**config.mk**
```make
export PLATFORM = sky130hd
export DESIGN_NAME = iox_port_ctrl
export DESIGN_NICKNAME = d
export VERILOG_FILES = /design/src/hw/iox_pkg.sv /design/src/hw/iox_sync.sv /design/src/hw/iox_port_ctrl.sv
export SDC_FILE = /design/constraint.sdc
export NUM_CORES = 1
export LEC_CHECK = 0
export BUFFER_PORTS_ARGS = -buffer_cell sky130_fd_sc_hd__buf_2
export CELL_PAD_IN_SITES_DETAIL_PLACEMENT = 1
export CELL_PAD_IN_SITES_GLOBAL_PLACEMENT = 1
export CORE_MARGIN = 3
export CORE_UTILIZATION = 40
export DETAILED_ROUTE_END_ITERATION = 12
export PLACE_DENSITY = 0.76
export SETUP_SLACK_MARGIN = 0.3
export SLEW_MARGIN = 20
export SYNTH_ARGS = -nofsm -noshare
export SYNTH_HDL_FRONTEND = slang
export SYNTH_SLANG_ARGS = --single-unit
```
**constraint.sdc**
```tcl
create_clock -name link_clk -period 14.6 [get_ports link_clk]
set_input_delay 0.73 -clock link_clk [delete_from_list [all_inputs] [get_ports link_clk]]
set_output_delay 0.73 -clock link_clk [all_outputs]
set_load 0.02 [all_outputs]
```
**src/hw/iox_pkg.sv**
```systemverilog
// Package: register map, reset values and states of the I/O expander block
package iox_pkg;
   localparam logic [7:0] ADDR_IN0 = 8'h00;
   localparam logic [7:0] ADDR_IN1 = 8'h01;
   localparam logic [7:0] ADDR_OUT0 = 8'h02;
   localparam logic [7:0] ADDR_OUT1 = 8'h03;
   localparam logic [7:0] ADDR_POL0 = 8'h04;
   localparam logic [7:0] ADDR_POL1 = 8'h05;
   localparam logic [7:0] ADDR_DIR0 = 8'h06;
   localparam logic [7:0] ADDR_DIR1 = 8'h07;
   localparam logic [7:0] ADDR_DRV0 = 8'h08;
   localparam logic [7:0] ADDR_DRV1 = 8'h09;
   localparam logic [7:0] ADDR_FEN0 = 8'h0a;
   localparam logic [7:0] ADDR_FEN1 = 8'h0b;
   localparam logic [7:0] RST_DIR = 8'hff;
   localparam logic [7:0] RST_DRV = 8'hff;
   localparam logic [7:0] RST_FEN = 8'h00;
   localparam logic [7:0] RST_OUT = 8'hff;
   localparam logic [7:0] RST_POL = 8'h00;
   localparam int PORT_W = 8;
   localparam int SYNC_W = 16;
   typedef enum logic [2:0] {
      ST_IDLE = 3'b001,
      ST_SETTLE = 3'b010,
      ST_RUN = 3'b100
   } iox_state_t;
endpackage : iox_pkg

```
**src/hw/iox_sync.sv**
```systemverilog
// Two-stage synchroniser for a vector of pin levels
`timescale 1ns/1ps
module iox_sync #(
   parameter int W = 16
) (
   input wire logic clk,
   input wire logic rst,
   input wire logic [W-1:0] d,
   output logic [W-1:0] q
);
   typedef struct packed {
      logic [W-1:0] meta;
      logic [W-1:0] stable;
   } iox_sync_st_t;
   iox_sync_st_t s_reg;
   iox_sync_st_t s_next;

   // First stage is read only by the second stage
   always_comb begin
      s_next = s_reg;
      s_next.meta = d;
      s_next.stable = s_reg.meta;
   end

   always_ff @(posedge clk or posedge rst) begin
      if (rst) begin
         s_reg <= '0;
      end else begin
         s_reg <= s_next;
      end
   end

   assign q = s_reg.stable;
endmodule : iox_sync

```
**src/hw/iox_port_ctrl.sv**
```systemverilog
// Pin direction, drive mode and output anomaly control of a 16-pin expander
//
// Overview of operation
// Port 0 direction bit one makes pin an input, zero an output.
// Port 1 direction register controls its eight pins the same way.
// Port 0 direction register resets to all ones, pins start as inputs.
// Output drive is push-pull when mode bit is one, open-drain if zero.
// Both drive-mode registers reset to all ones.
// Enabled port 0 pins interrupt when sensed level differs from command.
// Anomaly interrupt withdraws once sensed level agrees with command again.
// Input register read clears anomaly once; recurrence then stays silent.
// Anomaly enable bit zero gives no anomaly interrupt for that pin.
// Any input change raises the interrupt regardless of anomaly enables.
// Anomaly-enable registers reset to all zeros.
// Output register bits only drive pins set as outputs.
// Input registers return sensed levels always; writes to them ignored.
// Port 1 anomaly enable behaves as port 0 against port 1 output.
// Interrupt line is active low, held while any source is pending.
// Drive-mode bits ignored for input pins; those stay high impedance.
//
// Register map (offset, reset):
//   0x00 port 0 input levels, read only
//   0x01 port 1 input levels, read only
//   0x02 port 0 output levels, ff
//   0x03 port 1 output levels, ff
//   0x04 port 0 read inversion, 00
//   0x05 port 1 read inversion, 00
//   0x06 port 0 direction, ff (one = input)
//   0x07 port 1 direction, ff
//   0x08 port 0 drive mode, ff (one = push-pull)
//   0x09 port 1 drive mode, ff
//   0x0a port 0 anomaly enable, 00
//   0x0b port 1 anomaly enable, 00
//   Other offsets read as zero, writes dropped
//
// Timing on link_clk:
//   Read data one edge after the read strobe, zero otherwise
//   Pins follow a write two edges later
//   Pin change to interrupt takes three to four edges
//   Detection starts three edges after reset release
//
// Limitations:
//   Inversion applies to read data only, never to anomaly compare
//   Input change covers pins set as inputs only; outputs use anomaly
//   Once spent, an anomaly stays silent until its enable is cleared
//   A change in the same cycle as a read clear wins over the clear
//   Open-drain pins driving high are released, not driven

`timescale 1ns/1ps
module iox_port_ctrl
   import iox_pkg::*;
(
   input wire logic clk,
   input wire logic rst,
   input wire logic link_clk,
   input wire logic reg_wr,
   input wire logic reg_rd,
   input wire logic [7:0] reg_addr,
   input wire logic [7:0] reg_wdata,
   output logic [7:0] reg_rdata,
   input wire logic [15:0] pin_in,
   output logic [15:0] pin_out,
   output logic [15:0] pin_oe,
   output logic interrupt_line_n
);
   // Host register side and pin logic both run on link_clk; the pin
   // levels arrive asynchronously and are synchronised there.
   typedef struct packed {
      logic [7:0] port0_direction_bits;
      logic [7:0] port1_direction_bits;
      logic [7:0] port0_drive_select;
      logic [7:0] port1_drive_select;
      logic [7:0] port0_fault_enable_bits;
      logic [7:0] port1_fault_enable_bits;
      logic [7:0] port0_commanded_level;
      logic [7:0] port1_commanded_level;
      logic [7:0] pol0;
      logic [7:0] pol1;
      logic [15:0] last_seen;
      logic [15:0] fault_spent;
      logic [15:0] fault_seen;
      logic [1:0] change_pend;
      logic [7:0] rdata;
      logic [15:0] out;
      logic [15:0] oe;
      logic irq_n;
      logic warm;
      iox_state_t state;
   } iox_st_t;

   iox_st_t r_reg;
   iox_st_t r_next;
   logic [15:0] sensed;
   logic [7:0] port0_sensed_level;

   // Pin levels come from outside, so two flops before any use
   iox_sync #(.W(SYNC_W)) u_sync (
      .clk(link_clk),
      .rst(rst),
      .d(pin_in),
      .q(sensed)
   );

   assign port0_sensed_level = sensed[7:0];

   // Drive enable: push-pull drives both levels, open-drain only low
   function automatic logic [7:0] drive_en(input logic [7:0] dir,
                                            input logic [7:0] mode,
                                            input logic [7:0] lvl);
      drive_en = ~dir & (mode | ~lvl);
   endfunction : drive_en

   // Mismatch between sensed pin and commanded level on enabled outputs
   function automatic logic [7:0] mismatch(input logic [7:0] en,
                                            input logic [7:0] dir,
                                            input logic [7:0] sns,
                                            input logic [7:0] cmd);
      mismatch = en & ~dir & (sns ^ cmd);
   endfunction : mismatch

   // Changed levels on pins set as inputs only
   function automatic logic changed(input logic [7:0] sns,
                                    input logic [7:0] last,
                                    input logic [7:0] dir);
      changed = |((sns ^ last) & dir);
   endfunction : changed

   // Level presented on a port; zero where the pin is an input
   function automatic logic [7:0] port_out(input logic [7:0] dir,
                                           input logic [7:0] lvl);
      port_out = lvl & ~dir;
   endfunction : port_out

   // Register update, anomaly tracking and pin drive
   always_comb begin
      logic [7:0] mm0;
      logic [7:0] mm1;
      logic [1:0] chg;
      logic [1:0] rd_in;
      logic [15:0] live;
      live = '0;
      mm0 = '0;
      mm1 = '0;
      chg = '0;
      rd_in = '0;
      r_next = r_reg;
      case (r_reg.state)
         ST_IDLE: begin
            // Extra edge so both synchroniser stages hold real levels
            r_next.warm = 1'b1;
            if (r_reg.warm) begin
               r_next.state = ST_SETTLE;
            end else begin
               r_next.state = ST_IDLE;
            end
         end
         ST_SETTLE: begin
            // Take the synchronised pin levels as the input-change baseline
            r_next.last_seen = sensed;
            r_next.state = ST_RUN;
         end
         ST_RUN: begin
            r_next.state = ST_RUN;
         end
         default: begin
            r_next.state = ST_IDLE;
         end
      endcase

      // Register writes; input registers are read-only
      if (reg_wr) begin
         case (reg_addr)
            ADDR_OUT0: r_next.port0_commanded_level = reg_wdata;
            ADDR_OUT1: r_next.port1_commanded_level = reg_wdata;
            ADDR_POL0: r_next.pol0 = reg_wdata;
            ADDR_POL1: r_next.pol1 = reg_wdata;
            ADDR_DIR0: r_next.port0_direction_bits = reg_wdata;
            ADDR_DIR1: r_next.port1_direction_bits = reg_wdata;
            ADDR_DRV0: r_next.port0_drive_select = reg_wdata;
            ADDR_DRV1: r_next.port1_drive_select = reg_wdata;
            ADDR_FEN0: r_next.port0_fault_enable_bits = reg_wdata;
            ADDR_FEN1: r_next.port1_fault_enable_bits = reg_wdata;
            default: r_next.port0_commanded_level =
               r_reg.port0_commanded_level;
         endcase
      end

      // Read data; input registers show sensed level in any direction
      r_next.rdata = 8'h00;
      if (reg_rd) begin
         case (reg_addr)
            ADDR_IN0: r_next.rdata = port0_sensed_level ^ r_reg.pol0;
            ADDR_IN1: r_next.rdata = sensed[15:8] ^ r_reg.pol1;
            ADDR_OUT0: r_next.rdata = r_reg.port0_commanded_level;
            ADDR_OUT1: r_next.rdata = r_reg.port1_commanded_level;
            ADDR_POL0: r_next.rdata = r_reg.pol0;
            ADDR_POL1: r_next.rdata = r_reg.pol1;
            ADDR_DIR0: r_next.rdata = r_reg.port0_direction_bits;
            ADDR_DIR1: r_next.rdata = r_reg.port1_direction_bits;
            ADDR_DRV0: r_next.rdata = r_reg.port0_drive_select;
            ADDR_DRV1: r_next.rdata = r_reg.port1_drive_select;
            ADDR_FEN0: r_next.rdata = r_reg.port0_fault_enable_bits;
            ADDR_FEN1: r_next.rdata = r_reg.port1_fault_enable_bits;
            default: r_next.rdata = 8'h00;
         endcase
         rd_in[0] = (reg_addr == ADDR_IN0);
         rd_in[1] = (reg_addr == ADDR_IN1);
      end

      // Anomaly detection, only on enabled output pins
      mm0 = mismatch(r_reg.port0_fault_enable_bits,
                     r_reg.port0_direction_bits, port0_sensed_level,
                     r_reg.port0_commanded_level);
      mm1 = mismatch(r_reg.port1_fault_enable_bits,
                     r_reg.port1_direction_bits, sensed[15:8],
                     r_reg.port1_commanded_level);
      if (r_reg.state != ST_RUN) begin
         mm0 = '0;
         mm1 = '0;
      end
      r_next.fault_seen = {mm1, mm0};
      // A read retires the current anomaly for good on that port;
      // the spent flag only drops when the pin's enable is cleared, so a
      // recurrence is still blocked since spent bits stay latched.
      if (rd_in[0]) begin
         r_next.fault_spent[7:0] = r_reg.fault_spent[7:0] | mm0;
      end
      if (rd_in[1]) begin
         r_next.fault_spent[15:8] = r_reg.fault_spent[15:8] | mm1;
      end
      // Disabling a pin's enable rearms its once-only clear
      r_next.fault_spent = r_next.fault_spent &
         {r_reg.port1_fault_enable_bits, r_reg.port0_fault_enable_bits};

      // Input change detection; the new change wins over a read clear
      if (r_reg.state == ST_RUN) begin
         chg[0] = changed(port0_sensed_level,
                          r_reg.last_seen[7:0],
                          r_reg.port0_direction_bits);
         chg[1] = changed(sensed[15:8],
                          r_reg.last_seen[15:8],
                          r_reg.port1_direction_bits);
         r_next.last_seen = sensed;
      end
      r_next.change_pend = (r_reg.change_pend & ~rd_in) | chg;

      // Interrupt: any pending change or live, unspent anomaly
      live = r_next.fault_seen & ~r_next.fault_spent;
      r_next.irq_n = ~(|r_next.change_pend | |live);

      // Pin drive; inputs stay high impedance whatever the mode
      r_next.oe = {drive_en(r_reg.port1_direction_bits,
                            r_reg.port1_drive_select,
                            r_reg.port1_commanded_level),
                   drive_en(r_reg.port0_direction_bits,
                            r_reg.port0_drive_select,
                            r_reg.port0_commanded_level)};
      r_next.out = {port_out(r_reg.port1_direction_bits,
                             r_reg.port1_commanded_level),
                    port_out(r_reg.port0_direction_bits,
                             r_reg.port0_commanded_level)};
   end

   // Constant reset values only
   always_ff @(posedge link_clk or posedge rst) begin
      if (rst) begin
         r_reg <= '0;
         r_reg.port0_direction_bits <= RST_DIR;
         r_reg.port1_direction_bits <= RST_DIR;
         r_reg.port0_drive_select <= RST_DRV;
         r_reg.port1_drive_select <= RST_DRV;
         r_reg.port0_fault_enable_bits <= RST_FEN;
         r_reg.port1_fault_enable_bits <= RST_FEN;
         r_reg.port0_commanded_level <= RST_OUT;
         r_reg.port1_commanded_level <= RST_OUT;
         r_reg.pol0 <= RST_POL;
         r_reg.pol1 <= RST_POL;
         r_reg.irq_n <= 1'b1;
         r_reg.state <= ST_IDLE;
      end else begin
         r_reg <= r_next;
      end
   end

   assign reg_rdata = r_reg.rdata;
   assign pin_out = r_reg.out;
   assign pin_oe = r_reg.oe;
   assign interrupt_line_n = r_reg.irq_n;

   // clk is kept for system integration; all state is on link_clk
   logic clk_unused;
   assign clk_unused = clk;
endmodule : iox_port_ctrl

```
==> flow_summary.yaml, run 1 <==
status:
  status: "completed"
synthesis:
  synth.most_common_cell: "dfrtp_1"
  synth_flop_cell: "dfrtp_1"
  synth_cell_type_count: 55
  synthTopCellsByCount: "dfrtp_1, mux2_2, dfstp_2"
  synth_warnings: 0
  synth_cells: 697
  syn_avg_cell_area_um2: 12.3
  synth_seq_area_share: 0.563
  ys_ff_latch: 191
  syn_area_um2: 8600
  async_flop_share: 1.00
  synth_top_area_frac: 0.410
  synthesis.nets: 734
  yosys-top-cells-area: "dfrtp_1, dfstp_2, mux2_2"
  yosysTopAreaCell: "dfrtp_1"
  synth_enable_flop_cells: 0
clocking:
  clk_latency_ps: 440
  clock-root-buffer: "clkbuf_16"
  path_clk_slew_ps: 70
  cts_buffers: 17
  post_cts_resized: 0
  clock_sinks: 191
  ctsHoldBuffers: 0
  h-tree-depth: 4
  cts_tree: "done"
  cts_setup_buffers: 0
  clock_path_buffers: 2
place:
  gp_congestion: 0.868
  hpwl_um: 14800
  dpl-instance-area_um2: 8940
  pre_cts_ws_ps: 11140
  port_buffers: 76
  dp.cells: 983
timing:
  tightest_slew_ps: 1110
  fin_ws_ps: 11500
  rsz0062_at_grt: "false"
  worst_hold_slack_ps: 346
  tns_ps: 0
  finalClockSkew_ps: 6.41
  slew_headroom: 0.256
  hold_viol_final: 0
  setup_violations: 0
  slew_viol_final: 0
  fmax_mhz: 323
  period_needed_ps: 3100
  period_share: 0.212
power_and_ir_drop:
  power_switching_uw: 283
  internal_power_uw: 888
  swShare: 0.242
  p_total_mw: 1.17
  comb_power_share: 0.076
  p_clk_frac: 0.429
  ir_drop_uv: 83.5
  p_leak_nw: 4.13
  p_per_area_nw_per_um2: 122
  power_frac_seq: 0.495
final_layout:
  regArea_um2: 4840
  area_growth_syn_to_layout_pct: 11.4
  multi_input_area_um2: 3260
  largest_register_ffs: 118
  fill_cells: 2211
  design_area_um2: 9580
  diodes: 0
  finalNonFillerCells: 1015
  post-route-util: 0.454
  final_nets: 764
  drive_gt1_frac: 0.339
worst_hold_path:
  hold_path.class: "register to register"
  min_from: "u_sync.s_next[9]"
critical_path:
  cp-startpoint: "reg_addr[5]"
  reg2reg_from: "r_reg[111]"
  critical-path-top-delay-family: "simple AND/OR/NAND/NOR gates"
  critPathSlowestCell: "nor4_2"
  cp_max_fo: 12
  cp_cell_sequence: "buf_2 -> nor4_2 -> nand2_1 -> nor2_1 -> nand2_1 -> mux2_1"
  cp_data_arrival_time_ps: 3460
  critPathBufInv: 1
  slowest_delay_ps: 940
  end_kind: "register"
  critPathKind: "primary input to register"
  crit_top_cell: "nand2_1"
  cp-start-kind: "primary input"
  cp.required_ps: 14960
floorplan:
  io_pins: 78
  initial_core_util: 0.408
  die_h_um: 153
  core_um2: 21100
  dieArea_um2: 23300
  die_w_um: 153
  floorplan.rows: 53
drt:
  drt_iter0_drc: 325
  ant_nets: 0
  routed_wl_um: 21200
  wl_per_cell_um: 20.9
  drcViolationCount: 0
  vias: 5556
  detail_route.vias_per_cell: 5.47
  first_pass_iters: 5
global_route:
  track_usage: 0.187
  grt_pass1_wl_um: 34200
  antenna_found_initial: 0
  grt_max_degree: 141
  grt-ovfl-total: 0
  first_global_vias: 6109
run:
  cap_violations: 0
==> path summary, 6_finish.rpt <==
kind | to | depth (start not counted) | slack, ps
worst max-delay path | r_reg[164] | 6 | 11500
worst min-delay path | u_sync.q[9] | 0 | 350
worst max register to register | interrupt_line_n | 6 | 12150
worst min register to register | u_sync.q[9] | 0 | 350
max in group asynchronous | r_reg[77] | 3 | 12860
min in group asynchronous | u_sync.s_next[11] | 2 | 410
==> cell usage in the layout, fill, tap and decap left out, drive strengths merged, types with 5 or more instances in the layout <==
master and n:
dfstp 50, clkbuf 18, xor2 31, dfrtp 141, nand2 31, o22ai 5
nor3b 10, mux2 100, inv 24, a22oi 19, nor4 5, xnor2 16
o21ai 13, o21a 7, nor2b 31, nor4bb 6, a21oi 39, a31oi 5
nor2 28, mux2i 8, nand3 14, nand3b 5, and2 5, buf 80
==> area by class of cell <==
type / count / area share
Tap cell: 275 / 0.0359
Timing Repair Buffer: 80 / 0.0428
Clock buffer: 18 / 0.0458
Inverter: 19 / 0.00823
Multi-Input combinational cell: 418 / 0.340
Sequential cell: 191 / 0.505
Clock inverter: 14 / 0.0213
==> power groups by stage <==
| stage | Sequential [mW] | Clock [mW] | Combinational, mW |
|---|---|---|---|
| after floorplan | 0.582 | 0 | 0.0713 |
| after global placement | 0.588 | 0 | 0.0860 |
| after detailed placement | 0.590 | 0 | 0.0891 |
| after CTS | 0.581 | 0.514 | 0.0900 |
| after global routing | 0.584 | 0.540 | 0.0983 |
| final | 0.581 | 0.503 | 0.0887 |
==> logic make-up after synthesis <==
family          after synthesis  share of synthesized area
simple gates                156                      0.109
flops                       191                      0.563
compound gates              105                     0.0774
mux                         110                      0.145
xor+xnor                     47                     0.0479
buf+inv                      88                     0.0576
==> layer usage <==
metal  GRT usage  vias to the layer above  wire length (µm)
li1            -                     2461                 -
met3      0.0338                       44              1010
met2       0.310                      173             10500
met5           0                        -                 0
met1       0.245                     2878              9150
met4      0.0738                        0               549
Note: power is estimated with default switching activity, not from simulation.
==> run 2: changes to the inputs <==
==> constraint.sdc (replaced) <==
create_clock -name link_clk -period 3.15 [get_ports link_clk]
set_input_delay 0.1575 -clock link_clk [delete_from_list [all_inputs] [get_ports link_clk]]
set_output_delay 0.1575 -clock link_clk [all_outputs]
set_load 0.02 [all_outputs]
==> run 2 against run 1 <==
  * Register-to-register slack worse by 11000 ps
  * Core utilization is 0.77 points higher
  * Global-route usage is 0.23 points higher
  * Wire length is 0.82% higher
  * Largest power group unchanged
  * Highest routed layer unchanged
==> flow_summary.yaml, run 2 (synthesis results as in run 1) <==
status:
  status: "completed"
timing:
  period_share: 0.773
  tns_ps: 0
  slew_headroom: 0.437
  rsz0062_at_grt: "false"
  setup_violations: 0
  fmax_mhz: 411
  period_needed_ps: 2440
  hold_viol_final: 0
  tightest_slew_ps: 838
  worst_hold_slack_ps: 90.9
  slew_viol_final: 0
  finalClockSkew_ps: 10.7
drt:
  drt_iter0_drc: 348
  detail_route.vias_per_cell: 5.40
  vias: 5595
  drcViolationCount: 0
  ant_nets: 0
  routed_wl_um: 21400
  wl_per_cell_um: 20.6
  first_pass_iters: 4
critical_path:
  ff2ff_path_depth: 6
  cp_data_arrival_time_ps: 2790
  critPathKind: "register to register"
  cp_max_fo: 5
  rrSetupSlack_ps: 710
  timing.rr.end: "interrupt_line_n"
  end_kind: "register"
  cp-start-kind: "register"
  cp.required_ps: 3500
  reg2reg_from: "r_reg[111]"
final_layout:
  diodes: 0
  area_growth_syn_to_layout_pct: 13.3
  final_common_cell: "dfrtp_1"
  largest_register_ffs: 118
  post-route-util: 0.462
  final_cell_mix: "dfrtp_1, buf_2, mux2_2, dfstp_2, a21oi_1"
  design_area_um2: 9740
  fill_cells: 2233
  multi_input_area_um2: 3260
  final_nets: 786
  regArea_um2: 4840
  drive_gt1_frac: 0.335
global_route:
  first_global_vias: 6185
  track_usage: 0.189
  antenna_found_initial: 0
  grt_max_degree: 79
  grt_pass1_wl_um: 34400
  grt-ovfl-total: 0
clocking:
  cts_buffers: 17
  clock_sinks: 191
  clock-root-buffer: "clkbuf_16"
  clock_path_buffers: 2
  h-tree-depth: 4
  cts_tree: "done"
  path_clk_slew_ps: 70
  clk_latency_ps: 440
place:
  gp_congestion: 0.889
  dpl-instance-area_um2: 9000
  hpwl_um: 15200
  port_buffers: 76
floorplan:
  io_pins: 78
  die_w_um: 153
  die_h_um: 153
  dieArea_um2: 23300
  core_um2: 21100
  initial_core_util: 0.408
  floorplan.rows: 53
power_and_ir_drop:
  internal_power_mw: 3.92
  swShare: 0.251
  ir_drop_uv: 380
  power_switching_mw: 1.32
  p_clk_frac: 0.403
  comb_power_share: 0.084
  p_total_mw: 5.24
  p_per_area_nw_per_um2: 538
  p_leak_nw: 4.20
  power_frac_seq: 0.514
run:
  cap_violations: 0
worst_hold_path:
  min_from: "reg_wdata[1]"
  hold_path.class: "primary input to register"
  whs_path_depth: 2
  whs_endpoint: "r_reg[120]"
run 2: layout make-up:
class,instances,share of cell area
inverter,19,0.00771
multi-input combinational,418,0.335
timing repair buffer,102,0.0660
tap,275,0.0353
sequential,191,0.497
clock buffer,20,0.0469
clock inverter,12,0.0123
run 2: power groups by stage:
stage          Combinational (mW)  Clock, mW  Sequential, mW
6_report                    0.438       2.11            2.69
3_5_place_dp                0.421          0            2.73
3_3_place_gp                0.406          0            2.73
4_1_cts                     0.442       2.16            2.69
5_1_grt                     0.481       2.28            2.71
2_1_floorplan               0.331          0            2.70
run 2: critical path, stage by stage, from the launching register on:
cell and delay, ps:
dfstp_2 600, xor2_1 90, nor4bb_1 180, or4_1 540, o41ai_1 530, a21oi_1 170
nor4_2 250
run 2: worst max path at each step:
stage,from,to,slack [ps],depth (start not counted)
2_1_floorplan,rst,pin_oe[0],570,1
3_3_place_gp,r_reg[111],interrupt_line_n,790,6
3_5_place_dp,r_reg[111],interrupt_line_n,770,6
4_1_cts,r_reg[111],interrupt_line_n,750,6
5_1_grt,r_reg[111],interrupt_line_n,630,6
6_report,r_reg[111],interrupt_line_n,710,6
run 2: repair_timing:
item,in CTS,in global routing
setup buffers,0,0
resized for setup,0,0
hold buffers,17,0
hold endpoints to repair,30,0
run 2: per-stage QoR:
step	std cells	setup slack [ps]
after floorplan	697	571
after global placement	988	792
after detailed placement	988	769
after CTS	1037	745
after global routing	1037	626
final	1037	715
run 2: per-layer routing:
layer,global-route usage,routed length [µm]
met5,0,0
met4,0.0730,610
met3,0.0386,947
met2,0.315,10700
met1,0.244,9180
==> run 3: changes to the inputs <==
==> constraint.sdc (replaced) <==
create_clock -name link_clk -period 2.4 [get_ports link_clk]
set_input_delay 0.12 -clock link_clk [delete_from_list [all_inputs] [get_ports link_clk]]
set_output_delay 0.12 -clock link_clk [all_outputs]
set_load 0.02 [all_outputs]
==> run 3 against run 2 <==
  * Register-to-register slack lost 320 ps
  * Count of clock-buffer cells in the layout shrank 1
  * Clock power grew 35%
  * Sequential power grew 31%
  * Sequential share of layout area shrank 0.67 points
  * Flip-flop and latch count is the same
  * Setup slack lost 320 ps
  * Wire length grew 2.0%
  * Maximum frequency grew 21%
  * Global-route usage grew 0.17 points
==> flow_summary.yaml, run 3 (synthesis results as in run 1) <==
critical_path:
  critPathKind: "register to register"
  ff2ff_path_depth: 6
  cp.required_ps: 2760
  cp_cell_sequence: "xor2_1 -> nor4bb_1 -> or4_4 -> o41ai_4 -> a21oi_2 -> nor4_2"
  end_kind: "register"
  cp_data_arrival_time_ps: 2370
  rrSetupSlack_ps: 390
  timing.rr.end: "interrupt_line_n"
  cp-startpoint: "r_reg[115]"
  critPathBufInv: 0
  critical-path-top-delay-family: "simple AND/OR/NAND/NOR gates"
  cp_max_fo: 2
  cp-start-kind: "register"
  critPathSlowestCell: "dfstp_2"
  crit_cells: 6
  reg2reg_from: "r_reg[115]"
  slowest_delay_ps: 550
power_and_ir_drop:
  p_clk_frac: 0.409
  p_total_mw: 6.98
  ir_drop_uv: 544
  p_leak_nw: 4.27
  power_frac_seq: 0.506
  comb_power_share: 0.086
  internal_power_mw: 5.18
  swShare: 0.258
  p_per_area_nw_per_um2: 706
  power_switching_mw: 1.80
final_layout:
  area_growth_syn_to_layout_pct: 14.9
  drive_gt1_frac: 0.351
  largest_register_ffs: 118
  final_cell_mix: "dfrtp_1, buf_2, mux2_2, dfstp_2, a21oi_1"
  finalNonFillerCells: 1050
  final_nets: 798
  final_common_cell: "dfrtp_1"
  fill_cells: 2198
timing:
  period_needed_ps: 2010
  slew_headroom: 0.525
  setup_violations: 0
  finalClockSkew_ps: 11.5
  tightest_slew_ps: 703
  period_share: 0.837
  rsz0062_at_grt: "true"
  slew_viol_final: 0
  hold_viol_final: 0
  fmax_mhz: 498
floorplan:
  dieArea_um2: 23300
  floorplan.rows: 53
  die_w_um: 153
  core_um2: 21100
  initial_core_util: 0.408
  io_pins: 78
  die_h_um: 153
worst_hold_path:
  min_from: "reg_wdata[1]"
  hold_path.class: "primary input to register"
  whs_path_depth: 2
  whs_endpoint: "r_reg[96]"
drt:
  detail_route.vias_per_cell: 5.46
  drcViolationCount: 0
  routed_wl_um: 21800
  first_pass_iters: 5
  ant_nets: 0
  wl_per_cell_um: 20.8
  vias: 5729
  drt_iter0_drc: 341
run:
  cap_violations: 0
clocking:
  clk_latency_ps: 440
  clock_path_buffers: 2
  clock_sinks: 191
  path_clk_slew_ps: 70
  cts_tree: "done"
  cts_buffers: 17
  clock-root-buffer: "clkbuf_16"
  h-tree-depth: 4
global_route:
  grt_max_degree: 95
  grt-ovfl-total: 0
  antenna_found_initial: 1
  track_usage: 0.191
  grt_pass1_wl_um: 34800
  first_global_vias: 6315
place:
  dp.cells: 997
  gp_congestion: 0.901
  hpwl_um: 15500
  port_buffers: 76
status:
  status: "completed"
==> run 3: through the flow <==
stage                      util  setup WS (ps)  cell area [µm²]  hold WS (ps)  TNS [ps]
final                     0.468            391             9880          59.3         0
after detailed placement  0.430           96.7             9060          29.1         0
after CTS                 0.468            310             9880          47.0         0
after global routing      0.468            285             9880          70.1         0
after floorplan               -           -142             8600           151    -19970
after global placement    0.430           67.2             9060          29.9         0
==> run 3: layout make-up <==
cell class / instances / area [µm²] / area share
sequential: 191 / 4840 / 0.490
multi-input combinational: 418 / 3290 / 0.333
timing repair buffer: 114 / 733 / 0.0742
clock buffer: 19 / 453 / 0.0458
tap: 275 / 344 / 0.0348
clock inverter: 13 / 140 / 0.0142
inverter: 19 / 75.1 / 0.00760
antenna: 1 / 2.50 / 0.000253
==> run 3: timing repair <==
item | in CTS | in global routing
resized for setup | 5 | 0
hold endpoints to repair | 157 | 0
hold buffers | 17 | 0
pin swaps | 2 | 1
setup endpoints to repair | 1 | 1
buffers inserted | 3 | 0
==> run 3: worst reg2reg max path, stage by stage, from the launching register on <==
cell      delay (ps)
dfstp_2          550
xor2_1            80
nor4bb_1         170
or4_4            530
o41ai_4          290
a21oi_2          110
nor4_2           210
==> run 3: power by group through the flow <==
| stage | Clock (mW) | Sequential [mW] | Combinational (mW) |
|---|---|---|---|
| 3_3_place_gp | 0 | 3.58 | 0.541 |
| 6_report | 2.85 | 3.53 | 0.597 |
| 5_1_grt | 3.06 | 3.55 | 0.654 |
| 4_1_cts | 2.91 | 3.53 | 0.605 |
| 2_1_floorplan | 0 | 3.54 | 0.435 |
| 3_5_place_dp | 0 | 3.59 | 0.564 |
==> run 3: worst max path at each step <==
stage,slack [ps],end
finish,390,interrupt_line_n
global route,290,interrupt_line_n
CTS,310,interrupt_line_n
detailed placement,100,interrupt_line_n
global placement,70,interrupt_line_n
floorplan,-140,pin_oe[0]
==> run 3: per-layer routing <==
layer / vias to the layer above / track usage / part of all wire
met2: 177 / 0.323 / 0.50
li1: 2538 / - / -
met1: 2980 / 0.244 / 0.43
met5: - / 0 / 0
met4: 0 / 0.0636 / 0.023
met3: 34 / 0.0420 / 0.048
